## src/shb_pkg.sv

```systemverilog
package shb_pkg;

  // ----------------------------------------------------------------
  // register map (byte addresses on the apb port)
  // ----------------------------------------------------------------
  localparam logic [7:0] REG_CTRL       = 8'h00; // start pulse, bottom_to_top_flag
  localparam logic [7:0] REG_STATUS     = 8'h04; // busy / done / band fault / bad opcode
  localparam logic [7:0] REG_ORDER_PTR  = 8'h08; // byte address of the order in memory
  localparam logic [7:0] REG_BOOL_CODE  = 8'h0c; // three-operand boolean code
  localparam logic [7:0] REG_BAND_BASE  = 8'h10; // band_physical_base
  localparam logic [7:0] REG_BAND_END   = 8'h14; // band_end_address
  localparam logic [7:0] REG_DEST_PITCH = 8'h18; // destination line pitch in bits
  localparam logic [7:0] REG_TONE_SIZE  = 8'h1c; // tone_width [15:0], tone_height [31:16]

  // ----------------------------------------------------------------
  // field positions and reset values
  // ----------------------------------------------------------------
  localparam int CTRL_START_BIT  = 0;
  localparam int CTRL_B2T_BIT    = 1;
  localparam int ST_BUSY_BIT     = 0;
  localparam int ST_DONE_BIT     = 1;
  localparam int ST_FAULT_BIT    = 2;
  localparam int ST_BADOP_BIT    = 3;
  localparam logic [31:0] RST_WORD      = 32'h0000_0000;
  localparam logic [7:0]  RST_BOOL_CODE = 8'hcc;         // plain copy of tone
  localparam logic [15:0] RST_TONE_DIM  = 16'h0001;

  // ----------------------------------------------------------------
  // order layout
  // ----------------------------------------------------------------
  localparam logic [7:0] ORDER_OPCODE = 8'h37;
  localparam int         ORDER_WORDS  = 7;             // 26 bytes, padded to 28
  localparam logic [2:0] ORDER_LAST   = 3'h6;
  localparam logic [15:0] SCALE_SUPPORTED = 16'h88af;  // codes 0,1,2,3,5,7,11,15

  // ----------------------------------------------------------------
  // carriers and states
  // ----------------------------------------------------------------
  typedef struct packed {
    logic        psel;
    logic        penable;
    logic        pwrite;
    logic [31:0] paddr;
    logic [31:0] pwdata;
  } shb_apb_req_t;

  typedef struct packed {
    logic        valid;   // request held until mem_ready
    logic        we;
    logic [31:0] addr;    // byte address, word aligned
    logic [31:0] wdata;
  } shb_mem_req_t;

  typedef enum logic [3:0] {
    S_IDLE    = 4'b0000,
    S_FETCH   = 4'b0001,
    S_SETUP   = 4'b0010,
    S_ROW     = 4'b0011,
    S_RD_SRC  = 4'b0100,
    S_RD_TONE = 4'b0101,
    S_RD_DEST = 4'b0110,
    S_WR_DEST = 4'b0111,
    S_COL     = 4'b1000,
    S_LINE    = 4'b1001,
    S_WB      = 4'b1010
  } shb_state_t;

endpackage

```

## src/shb_blit.sv

```systemverilog
// Our own choices: the placing of the registers and register access over APB.
`timescale 1ns/10ps
// Functional notes
// - order: opcode 0x37, band, addresses, sizes, tone
// - band crossing rewrites only the starred operands
// - combine source, tone, destination by boolean code
// - source expanded to destination resolution first
// - halftone wraps right and bottom/top edges
// - physical dest address is logical plus base
// - destination lines stepped by banded pitch
// - frame size bounds the processed area
// - source lines stepped by src_warp only
// - x_scale low nibble, unsupported means no scaling
// - supported x codes 0,1,2,3,5,7,11,15
// - x_clip skips leftmost expanded bits
// - any y_scale 0-15 accepted
// - y_clip skips top or bottom expanded lines
// - tone remainders count to the edges
// - band fault when frame passes band end (top-down) or falls below band start (bottom-up)
// - fault rewrites band, dest, source, tone pointers
// - fault rewrites y_clip, frame_height, tone y
module shb_blit (
  input  wire logic                 ref_clk,    // 10 mhz clock
  input  wire logic                 sys_rst,    // synchronous reset, active high
  input  wire shb_pkg::shb_apb_req_t apb_req,   // apb request group
  output logic [31:0]               prdata,     // apb read data
  output logic                      pready,     // apb ready
  output logic                      pslverr,    // apb error, unmapped address
  output shb_pkg::shb_mem_req_t     mem_req,    // memory request group
  input  wire logic                 mem_ready,  // memory answer strobe
  input  wire logic [31:0]          mem_rdata   // memory read data
);

  // ----------------------------------------------------------------
  // software registers
  // ----------------------------------------------------------------
  logic        b2t_ff;        // bottom_to_top_flag
  logic [3:0]  status_ff;     // busy level plus sticky status bits
  logic [31:0] order_ptr_ff;  // order location
  logic [7:0]  bool_code_ff;  // boolean code
  logic [31:0] band_base_ff;  // band_physical_base
  logic [31:0] band_end_ff;   // band_end_address
  logic [31:0] pitch_ff;      // destination pitch
  logic [15:0] tone_w_ff;     // tone_width
  logic [15:0] tone_h_ff;     // tone_height

  wire logic        acc    = apb_req.psel && apb_req.penable;
  wire logic        wr     = acc && apb_req.pwrite;
  wire logic [7:0]  ra     = apb_req.paddr[7:0];
  wire logic        hit_hi = (apb_req.paddr[31:8] == 24'h00_0000) && (ra[1:0] == 2'h0);
  wire logic        mapped = hit_hi && (ra <= shb_pkg::REG_TONE_SIZE);
  wire logic        busy   = status_ff[shb_pkg::ST_BUSY_BIT];
  wire logic        start  = wr && (ra == shb_pkg::REG_CTRL) && hit_hi
                             && apb_req.pwdata[shb_pkg::CTRL_START_BIT] && !busy;
  // setup registers are locked while an order runs
  wire logic        wr_ok  = wr && hit_hi && !busy;
  wire logic        st_clr = wr && hit_hi && (ra == shb_pkg::REG_STATUS);

  // ----------------------------------------------------------------
  // apb answer: always ready, error on unmapped words
  // ----------------------------------------------------------------
  logic [31:0] rd_mux; // read selection
  always_comb
  begin
    case (ra)
      shb_pkg::REG_CTRL:       rd_mux = {30'h0, b2t_ff, 1'b0};
      shb_pkg::REG_STATUS:     rd_mux = {28'h0, status_ff};
      shb_pkg::REG_ORDER_PTR:  rd_mux = order_ptr_ff;
      shb_pkg::REG_BOOL_CODE:  rd_mux = {24'h0, bool_code_ff};
      shb_pkg::REG_BAND_BASE:  rd_mux = band_base_ff;
      shb_pkg::REG_BAND_END:   rd_mux = band_end_ff;
      shb_pkg::REG_DEST_PITCH: rd_mux = pitch_ff;
      shb_pkg::REG_TONE_SIZE:  rd_mux = {tone_h_ff, tone_w_ff};
      default:                 rd_mux = 32'h0;
    endcase
  end
  assign prdata  = (acc && !apb_req.pwrite && mapped) ? rd_mux : 32'h0;
  assign pready  = 1'b1;
  assign pslverr = acc && !mapped;

  // setup register writes
  always_ff @(posedge ref_clk)
  begin
    if (sys_rst)
    begin
      b2t_ff       <= 1'b0;
      order_ptr_ff <= shb_pkg::RST_WORD;
      bool_code_ff <= shb_pkg::RST_BOOL_CODE;
      band_base_ff <= shb_pkg::RST_WORD;
      band_end_ff  <= shb_pkg::RST_WORD;
      pitch_ff     <= shb_pkg::RST_WORD;
      tone_w_ff    <= shb_pkg::RST_TONE_DIM;
      tone_h_ff    <= shb_pkg::RST_TONE_DIM;
    end
    else if (wr_ok)
    begin
      case (ra)
        shb_pkg::REG_CTRL:       b2t_ff       <= apb_req.pwdata[shb_pkg::CTRL_B2T_BIT];
        shb_pkg::REG_ORDER_PTR:  order_ptr_ff <= apb_req.pwdata;
        shb_pkg::REG_BOOL_CODE:  bool_code_ff <= apb_req.pwdata[7:0];
        shb_pkg::REG_BAND_BASE:  band_base_ff <= apb_req.pwdata;
        shb_pkg::REG_BAND_END:   band_end_ff  <= apb_req.pwdata;
        shb_pkg::REG_DEST_PITCH: pitch_ff     <= apb_req.pwdata;
        shb_pkg::REG_TONE_SIZE:
        begin
          tone_w_ff <= apb_req.pwdata[15:0];
          tone_h_ff <= apb_req.pwdata[31:16];
        end
        default: ;
      endcase
    end
  end

  // ----------------------------------------------------------------
  // order operands and walk state
  // ----------------------------------------------------------------
  shb_pkg::shb_state_t state_ff; // sequencer state
  logic [31:0] ord_ff [0:shb_pkg::ORDER_WORDS-1]; // order image
  logic [2:0]  wcnt_ff;   // order word index
  logic [31:0] dl_ff;     // logical dest line start
  logic [31:0] sl_ff;     // source line start
  logic [31:0] hl_ff;     // tone line start at frame column 0
  logic [15:0] hy_ff;     // tone lines to edge
  logic [15:0] rows_ff;   // lines still to transfer
  logic [15:0] col_ff;    // frame column
  logic [31:0] xbit_ff;   // source bit offset in line
  logic [15:0] hx_ff;     // tone pixels to right edge
  logic [31:0] ha_ff;     // current tone bit address
  logic        sbit_ff;   // fetched source pixel
  logic        hbit_ff;   // fetched tone pixel
  logic [31:0] dword_ff;  // fetched destination word
  logic        fault_ff;  // write-back caused by band fault
  shb_pkg::shb_mem_req_t mem_ff; // memory request register

  // operand fields, big-endian byte order
  wire logic [7:0]  op_code = ord_ff[0][31:24];
  wire logic [7:0]  band    = ord_ff[0][23:16];
  wire logic [31:0] da      = {ord_ff[0][15:0], ord_ff[1][31:16]};
  wire logic [15:0] fw      = ord_ff[1][15:0];
  wire logic [15:0] fh      = ord_ff[2][31:16];
  wire logic [31:0] sa      = {ord_ff[2][15:0], ord_ff[3][31:16]};
  wire logic [15:0] sw      = ord_ff[3][15:0];
  wire logic [3:0]  x_scale = ord_ff[4][27:24];
  wire logic [3:0]  x_clip  = ord_ff[4][31:28];
  wire logic [3:0]  y_scale = ord_ff[4][19:16];
  wire logic [3:0]  y_clip  = ord_ff[4][23:20];
  wire logic [15:0] halftone_x_remaining     = ord_ff[4][15:0];
  wire logic [15:0] halftone_y_remaining     = ord_ff[5][31:16];
  wire logic [31:0] ha      = {ord_ff[5][15:0], ord_ff[6][31:16]};

  // unsupported x codes fall back to factor one
  wire logic        x_ok     = shb_pkg::SCALE_SUPPORTED[x_scale];
  wire logic [3:0]  x_last   = x_ok ? x_scale : 4'h0;
  wire logic [3:0]  x_start  = x_ok ? x_clip : 4'h0;

  // ----------------------------------------------------------------
  // address arithmetic
  // ----------------------------------------------------------------
  wire logic [31:0] sw32      = {16'h0, sw};
  wire logic [31:0] tw32      = {16'h0, tone_w_ff};
  wire logic [31:0] fw32      = {16'h0, fw};
  wire logic [31:0] tone_span = 32'((32'({16'h0, tone_h_ff}) - 32'h1) * tw32); // vertical wrap
  wire logic [31:0] band_len  = band_end_ff - band_base_ff + 32'h1;
  wire logic [31:0] row_phys  = dl_ff + band_base_ff;
  wire logic [31:0] row_end   = row_phys + fw32 - 32'h1;
  wire logic [31:0] dest_bit  = row_phys + {16'h0, col_ff};
  wire logic [31:0] src_bit   = sl_ff + xbit_ff;
  // top-down frames fault past the band end, bottom-up ones below the band start
  wire logic        band_fault = (fw != 16'h0) && (b2t_ff ? dl_ff[31] : (row_end > band_end_ff));
  wire logic        last_col  = (col_ff + 16'h1) >= fw;

  // bit select, most significant bit first within a word
  function automatic logic pick(input logic [31:0] w, input logic [31:0] b);
    pick = w[5'h1f - b[4:0]];
  endfunction
  function automatic logic [31:0] word_of(input logic [31:0] b);
    word_of = {3'h0, b[31:5], 2'h0};
  endfunction

  // ----------------------------------------------------------------
  // expansion counters and combiner
  // ----------------------------------------------------------------
  wire logic       x_load = (state_ff == shb_pkg::S_ROW);
  wire logic       x_step = (state_ff == shb_pkg::S_COL) && mem_ready;
  wire logic       y_load = (state_ff == shb_pkg::S_SETUP);
  wire logic       y_step = (state_ff == shb_pkg::S_LINE);
  wire logic       x_wrap;  // source pixel done in x
  wire logic       y_wrap;  // source line done in y
  wire logic [3:0] y_phase; // current expanded line phase
  wire logic       rop_out; // combined pixel

  shb_scale_cnt u_xcnt (
    .ref_clk  (ref_clk),
    .sys_rst  (sys_rst),
    .load     (x_load),
    .load_val (x_start),
    .step     (x_step),
    .last     (x_last),
    .cnt      (),
    .wrap     (x_wrap)
  );

  // any y factor is accepted, y_clip is the starting phase
  shb_scale_cnt u_ycnt (
    .ref_clk  (ref_clk),
    .sys_rst  (sys_rst),
    .load     (y_load),
    .load_val (y_clip),
    .step     (y_step),
    .last     (y_scale),
    .cnt      (y_phase),
    .wrap     (y_wrap)
  );

  shb_rop u_rop (
    .code (bool_code_ff),
    .src  (sbit_ff),
    .tone (hbit_ff),
    .dst  (pick(dword_ff, dest_bit)),
    .res  (rop_out)
  );

  // write-back image: starred operands only
  wire logic [7:0]  wb_band = b2t_ff ? band - 8'h1 : band + 8'h1;
  wire logic [31:0] wb_da   = b2t_ff ? dl_ff + band_len : dl_ff - band_len;
  wire logic [31:0] wb_word [0:shb_pkg::ORDER_WORDS-1];
  assign wb_word[0] = {op_code, wb_band, wb_da[31:16]};
  assign wb_word[1] = {wb_da[15:0], fw};
  assign wb_word[2] = {rows_ff, sl_ff[31:16]};
  assign wb_word[3] = {sl_ff[15:0], sw};
  assign wb_word[4] = {x_clip, x_scale, y_phase, y_scale, halftone_x_remaining};
  assign wb_word[5] = {hy_ff, hl_ff[31:16]};
  assign wb_word[6] = {hl_ff[15:0], ord_ff[6][15:0]};

  assign mem_req = mem_ff;

  // ----------------------------------------------------------------
  // sequencer: fetch, walk lines and columns, write back
  // ----------------------------------------------------------------
  always_ff @(posedge ref_clk)
  begin
    if (sys_rst)
    begin
      state_ff <= shb_pkg::S_IDLE;
      mem_ff   <= '0;
      wcnt_ff  <= 3'h0;
      fault_ff <= 1'b0;
      dl_ff    <= 32'h0;
      sl_ff    <= 32'h0;
      hl_ff    <= 32'h0;
      hy_ff    <= 16'h0;
      rows_ff  <= 16'h0;
      col_ff   <= 16'h0;
      xbit_ff  <= 32'h0;
      hx_ff    <= 16'h0;
      ha_ff    <= 32'h0;
      sbit_ff  <= 1'b0;
      hbit_ff  <= 1'b0;
      dword_ff <= 32'h0;
      for (int i = 0; i < shb_pkg::ORDER_WORDS; i++)
        ord_ff[i] <= 32'h0;
    end
    else
    begin
      case (state_ff)
        shb_pkg::S_IDLE:
          if (start)
          begin
            wcnt_ff  <= 3'h0;
            fault_ff <= 1'b0;
            mem_ff   <= '{valid: 1'b1, we: 1'b0, addr: order_ptr_ff, wdata: 32'h0};
            state_ff <= shb_pkg::S_FETCH;
          end
        shb_pkg::S_FETCH:         // read the order words in turn
          if (mem_ready)
          begin
            ord_ff[wcnt_ff] <= mem_rdata;
            mem_ff.addr     <= mem_ff.addr + 32'h4;
            wcnt_ff         <= wcnt_ff + 3'h1;
            if (wcnt_ff == shb_pkg::ORDER_LAST)
            begin
              mem_ff.valid <= 1'b0;
              state_ff     <= shb_pkg::S_SETUP;
            end
          end
        shb_pkg::S_SETUP:         // corners given by the order
          if (op_code != shb_pkg::ORDER_OPCODE)
            state_ff <= shb_pkg::S_IDLE;
          else
          begin
            dl_ff    <= da;
            sl_ff    <= sa;
            hl_ff    <= ha;
            hy_ff    <= halftone_y_remaining;
            rows_ff  <= fh;
            state_ff <= shb_pkg::S_ROW;
          end
        shb_pkg::S_ROW:           // start a line or stop
          if (rows_ff == 16'h0 || fw == 16'h0)
            state_ff <= shb_pkg::S_IDLE;
          else if (band_fault)
          begin
            fault_ff <= 1'b1;
            wcnt_ff  <= 3'h0;
            mem_ff   <= '{valid: 1'b1, we: 1'b1, addr: order_ptr_ff, wdata: wb_word[0]};
            state_ff <= shb_pkg::S_WB;
          end
          else
          begin
            col_ff   <= 16'h0;
            xbit_ff  <= 32'h0;
            hx_ff    <= halftone_x_remaining;
            ha_ff    <= hl_ff;
            mem_ff   <= '{valid: 1'b1, we: 1'b0, addr: word_of(sl_ff), wdata: 32'h0};
            state_ff <= shb_pkg::S_RD_SRC;
          end
        shb_pkg::S_RD_SRC:
          if (mem_ready)
          begin
            sbit_ff     <= pick(mem_rdata, src_bit);
            mem_ff.addr <= word_of(ha_ff);
            state_ff    <= shb_pkg::S_RD_TONE;
          end
        shb_pkg::S_RD_TONE:
          if (mem_ready)
          begin
            hbit_ff     <= pick(mem_rdata, ha_ff);
            mem_ff.addr <= word_of(dest_bit);
            state_ff    <= shb_pkg::S_RD_DEST;
          end
        shb_pkg::S_RD_DEST:
          if (mem_ready)
          begin
            dword_ff     <= mem_rdata;
            mem_ff.valid <= 1'b0;
            state_ff     <= shb_pkg::S_WR_DEST;
          end
        shb_pkg::S_WR_DEST:       // merge the combined bit
        begin
          mem_ff.valid <= 1'b1;
          mem_ff.we    <= 1'b1;
          mem_ff.wdata <= dword_ff;
          mem_ff.wdata[5'h1f - dest_bit[4:0]] <= rop_out;
          state_ff     <= shb_pkg::S_COL;
        end
        shb_pkg::S_COL:           // write completes, step one column
          if (mem_ready)
          begin
            col_ff <= col_ff + 16'h1;
            if (x_wrap)
              xbit_ff <= xbit_ff + 32'h1;
            if (hx_ff <= 16'h1)               // right edge wrap
            begin
              hx_ff <= tone_w_ff;
              ha_ff <= ha_ff - (tw32 - 32'h1);
            end
            else
            begin
              hx_ff <= hx_ff - 16'h1;
              ha_ff <= ha_ff + 32'h1;
            end
            if (last_col)
            begin
              mem_ff.valid <= 1'b0;
              state_ff     <= shb_pkg::S_LINE;
            end
            else
            begin
              mem_ff.we   <= 1'b0;
              mem_ff.addr <= word_of(src_bit + (x_wrap ? 32'h1 : 32'h0));
              state_ff    <= shb_pkg::S_RD_SRC;
            end
          end
        shb_pkg::S_LINE:          // step one expanded line
        begin
          rows_ff <= rows_ff - 16'h1;
          dl_ff   <= b2t_ff ? dl_ff - pitch_ff : dl_ff + pitch_ff;
          if (y_wrap)
            sl_ff <= b2t_ff ? sl_ff - sw32 : sl_ff + sw32;
          if (hy_ff <= 16'h1)     // bottom or top edge wrap
          begin
            hy_ff <= tone_h_ff;
            hl_ff <= b2t_ff ? hl_ff + tone_span : hl_ff - tone_span;
          end
          else
          begin
            hy_ff <= hy_ff - 16'h1;
            hl_ff <= b2t_ff ? hl_ff - tw32 : hl_ff + tw32;
          end
          state_ff <= shb_pkg::S_ROW;
        end
        shb_pkg::S_WB:            // rewrite the order for the next band
          if (mem_ready)
          begin
            if (wcnt_ff == shb_pkg::ORDER_LAST)
            begin
              mem_ff   <= '0;
              state_ff <= shb_pkg::S_IDLE;
            end
            else
            begin
              wcnt_ff      <= wcnt_ff + 3'h1;
              mem_ff.addr  <= mem_ff.addr + 32'h4;
              mem_ff.wdata <= wb_word[3'(wcnt_ff + 3'h1)];
            end
          end
        default:
        begin
          mem_ff   <= '0;
          state_ff <= shb_pkg::S_IDLE;
        end
      endcase
    end
  end

  // ----------------------------------------------------------------
  // status: busy level plus sticky flags, setting beats clearing
  // ----------------------------------------------------------------
  wire logic finishing = (state_ff == shb_pkg::S_ROW && (rows_ff == 16'h0 || fw == 16'h0))
                       || (state_ff == shb_pkg::S_WB && mem_ready && wcnt_ff == shb_pkg::ORDER_LAST);
  wire logic bad_op    = (state_ff == shb_pkg::S_SETUP) && (op_code != shb_pkg::ORDER_OPCODE);
  wire logic [3:0] st_set = {bad_op, finishing && fault_ff, finishing || bad_op, 1'b0};
  wire logic [3:0] st_w1c = st_clr ? {apb_req.pwdata[3:1], 1'b0} : 4'h0;
  wire logic       nxt_busy = start || (busy && !(finishing || bad_op));

  always_ff @(posedge ref_clk)
  begin
    if (sys_rst)
      status_ff <= 4'h0;
    else
      status_ff <= {(status_ff[3:1] & ~st_w1c[3:1]) | st_set[3:1], nxt_busy};
  end

endmodule

```

## src/shb_rop.sv

```systemverilog
`timescale 1ns/10ps
// ------------------------------------------------------------------
// three-operand boolean combiner
// ------------------------------------------------------------------
module shb_rop (
  input  wire logic [7:0] code,   // truth table, index {s,h,d}
  input  wire logic       src,    // expanded source pixel
  input  wire logic       tone,   // halftone pixel
  input  wire logic       dst,    // destination pixel
  output wire logic       res     // combined pixel
);
  // one table bit per operand combination
  assign res = code[{src, tone, dst}];
endmodule

```

## src/shb_scale_cnt.sv

```systemverilog
`timescale 1ns/10ps
// ------------------------------------------------------------------
// expansion phase counter: counts 0..last, wraps with a pulse
// ------------------------------------------------------------------
module shb_scale_cnt (
  input  wire logic       ref_clk,  // clock
  input  wire logic       sys_rst,  // synchronous reset
  input  wire logic       load,     // take load_val
  input  wire logic [3:0] load_val, // starting phase (clip)
  input  wire logic       step,     // advance one expanded pixel
  input  wire logic [3:0] last,     // factor minus one
  output wire logic [3:0] cnt,      // current phase
  output wire logic       wrap      // step that ends a source pixel
);
  logic [3:0] cnt_ff;  // phase register
  logic [3:0] nxt_cnt; // next phase

  assign wrap    = step && (cnt_ff >= last);
  assign nxt_cnt = load ? load_val : (wrap ? 4'h0 : (step ? cnt_ff + 4'h1 : cnt_ff));
  assign cnt     = cnt_ff;

  // phase update
  always_ff @(posedge ref_clk)
  begin
    if (sys_rst)
      cnt_ff <= 4'h0;
    else
      cnt_ff <= nxt_cnt;
  end
endmodule
```

## config.mk

```make
export PLATFORM = sky130hd
export DESIGN_NAME = shb_blit
export DESIGN_NICKNAME = d
export VERILOG_FILES = /design/src/shb_pkg.sv /design/src/shb_blit.sv /design/src/shb_rop.sv /design/src/shb_scale_cnt.sv
export SDC_FILE = /design/constraint.sdc
export NUM_CORES = 2
export LEC_CHECK = 0
export CELL_PAD_IN_SITES_DETAIL_PLACEMENT = 0
export CELL_PAD_IN_SITES_GLOBAL_PLACEMENT = 1
export CORE_ASPECT_RATIO = 0.5
export CORE_MARGIN = 10
export CORE_UTILIZATION = 40
export CTS_CLUSTER_DIAMETER = 150
export DETAILED_ROUTE_END_ITERATION = 7
export DONT_BUFFER_PORTS = 1
export PLACE_DENSITY_LB_ADDON = 0.1
export SLEW_MARGIN = 20
export SYNTH_ARGS = -nofsm -noshare
export SYNTH_HDL_FRONTEND = slang
export SYNTH_SLANG_ARGS = --single-unit
```

## constraint.sdc

```tcl
create_clock -name ref_clk -period 12.3 [get_ports ref_clk]
set_input_delay 2.46 -clock ref_clk [delete_from_list [all_inputs] [get_ports ref_clk]]
set_output_delay 2.46 -clock ref_clk [all_outputs]
set_load 0.005 [all_outputs]
```

==> flow_summary.yaml <==
status:
  status: "complete, but fails checks"
  violations: "design-rule violations, max-slew violations"
placement:
  port_buffers: 0
  pre_cts_ws_ns: 1.07
  placed_area_um2: 69900
  gp_congestion: 1.05
  hpwl_um: 261000
logic_synthesis:
  netlist_instances: 8397
  ys_seq_area_frac: 0.249
  syn-num-nets: 9299
  avgSynthCellArea_um2: 7.99
  ys_types: 93
  syn_area_um2: 67100
  yosysWarningCount: 0
  synth_edf_count: 192
  synthArstFlopShare: 0
  synth_seq_cells: 737
  yosys_most_used_dff: "dfxtp_1"
critical_path:
  cpMostUsedCell: "fa_1"
  critPathSlowestCell: "or4_1"
  cp_top_family: "adder cells"
  cp.arrival_ns: 11.70
  crit_start: "tone_h_ff[2]$_SDFFE_PP0P_"
  start_kind: "flop"
  path_max_fanout: 8
  critical_path_class: "reg2reg"
  crit_path_end_kind: "flop"
  r2r-start: "tone_h_ff[2]$_SDFFE_PP0P_"
  cpPeakStageDelay_ns: 0.62
  required_ns: 12.86
  cp_num_buf_inv: 4
route:
  drtIter0Drc: 10200
  ant_nets: 0
  routed_wl_um: 334000
  drt-wirelength-per-cell_um: 31.7
  detail_route.first_pass.iterations: 8
  vias: 65400
  via_per_inst: 6.21
  remaining_drc_errors: 9
clock_network:
  cts_setup_buffers: 0
  clkSlewWorstSetupHoldPaths_ns: 0.07
  cts_tree: "yes"
  numCtsBuffers: 79
  htreeDepth: 3
  clockBufferDepth: 3
  clkLatencyLatePin_ns: 0.73
  cts-root-buf: "clkbuf_16"
  clock-sinks: 737
sta:
  rsz0062_at_grt: "false"
  finalWorstSetupSlack_ns: 1.16
  maxSlewHeadroom: -0.639
  fin_setup_tns_ns: 0
  drv_slew: 283
  worstMarginPinSlew_ns: 2.46
  timing.final.crit_share: 0.905
  finalSetupViolations: 0
  fmax_ghz: 0.0898
  fin_crit_ns: 11.14
  hold_viol_final: 0
  final.setup_skew_ns: 0.0517
finish:
  nets: 9129
  layout_common_cells: "nand2_1 (1109), nor2_1 (807), a21oi_1 (714)"
  design_area_um2: 72700
  area_growth_pct: 8.33
  drive_gt1_frac: 0.0632
  layout_commonest_cell: "nand2_1"
grt:
  grt_max_degree: 473
  gr-total-overflow: 0
  grt_pass1_vias: 59300
  grt_pass1_wl_um: 463000
  grt.total_usage: 0.346
  antenna_found_initial: 36
pwr:
  ir_drop_mv: 0.0923
  p_leak_nw: 29.8
  swShare: 0.278
  pwr-share-clk: 0.472
  cellPowerDensity_nw_per_um2: 77.3
  fin_total_pwr_mw: 5.62
  p_comb_frac: 0.074
  p_int_mw: 4.06
  power_frac_seq: 0.454
  p_switching_mw: 1.56
flow_run:
  cap_violations: 0
floorplan:
  num_io_pins: 202
  die_h_um: 310
  die_area_um2: 185000
  die_width_um: 599
  rows: 106
  coreArea_um2: 167000
  start_util: 0.402
worst_hold_path:
  min-delay-start: "ord_ff[6][11]$_SDFFE_PP0P_"
  worstHoldPathType: "reg2reg"
## tightest hold or removal path, delay by kind of cell, from the launching register on
family	cells	cell delay [ns]
and+or+nand+nor	1	0.05
DFF	1	0.31
AOI/OAI and AO/OA	1	0.05
## state kept, by name (all words and copies together) (netlist names), 8 cells and up
register,cells
ord_ff,224
mem_req,66
band_base_ff,32
band_end_ff,32
dl_ff,32
dword_ff,32
ha_ff,32
hl_ff,32
order_ptr_ff,32
pitch_ff,32
sl_ff,32
xbit_ff,32
col_ff,16
hx_ff,16
hy_ff,16
rows_ff,16
tone_h_ff,16
tone_w_ff,16
bool_code_ff,8
## logic make-up (layout without fill, tap and decap cells)
group,count (synthesis),after routing,share of synthesized area
adder cells (fa/ha/maj),800,800,0.180
flip-flops,737,737,0.249
AO/OA/AOI/OAI,2055,2055,0.201
other,1,21,0.0000559
multiplexers,157,157,0.0335
AND/OR/NAND/NOR,2956,2956,0.200
buffers and inverters,1145,1041,0.0642
XOR/XNOR,546,546,0.0715
## Yosys cell counts (all sizes together), types with 53 or more instances
master	number	area [um2]
xor2	204	1790
nor3	222	1110
xnor2	341	2990
a221oi	62	543
clkbuf	400	1500
nor4	68	432
mux2i	59	591
nor2b	64	400
a21oi	717	3590
nand2b	64	400
ha	522	6530
o21a	70	526
a22oi	87	653
a211oi	119	893
edfxtp	192	5770
nor2	812	3050
fa	278	5570
a31oi	74	463
o21ai	290	1450
nand3	147	736
a21o	138	1040
and2	155	970
a311oi	79	698
inv	705	2650
nand2	1115	4190
o211ai	53	398
dfxtp	545	10900
and3	74	463
## power groups by stage
stage                     sequential, mW  clock (mW)  combinational [mW]
after floorplan                     2.59           0               0.259
after detailed placement            2.61           0               0.393
after global placement              2.60           0               0.394
after CTS                           2.55        2.66               0.395
after global routing                2.55        2.75               0.429
final                               2.55        2.65               0.414
## routing by layer
layer,vias up,global-route usage,routed length (um)
li1,29100,-,-
met1,32200,0.502,149000
met2,3592,0.456,124000
met3,499,0.147,47700
met4,18,0.104,12100
met5,-,0,147
## layout make-up
cell class              instances  area (um2)
well taps                    2214        2770
repair buffers                188        1420
clock inverters                41         513
flip-flops and latches        737       16700
diodes                         20        50.0
inverters                     706        2650
fillers                     17000       94200
multi-input cells            6515       46400
clock buffers                 106        2200
## path summary, 6_finish.rpt
| path | cells past startpoint | to | slack, ns |
|---|---|---|---|
| hold reg to reg | 2 | ord_ff[6][11]$_SDFFE_PP0P_ | 0.46 |
| setup / recovery | 35 | hl_ff[31]$_SDFFE_PP0P_ | 1.16 |
| hold / removal | 2 | ord_ff[6][11]$_SDFFE_PP0P_ | 0.46 |
| setup reg to reg | 35 | hl_ff[31]$_SDFFE_PP0P_ | 1.16 |
## per-stage QoR
step,cells,util,hold slack (ns)
3_3_place_gp,10400,0.419,0.447
3_5_place_dp,10400,0.419,0.450
2_1_floorplan,8397,-,0.432
6_report,10500,0.436,0.464
5_1_grt,10500,0.435,0.485
4_1_cts,10500,0.435,0.460
## repair_timing
action | 4_1_cts | 5_1_grt
gates resized for setup | 0 | 2
setup endpoints to repair | 0 | 3
hold endpoints to repair | 0 | 0
hold buffers | 0 | 0
Note: power is estimated with default switching activity, not from simulation.
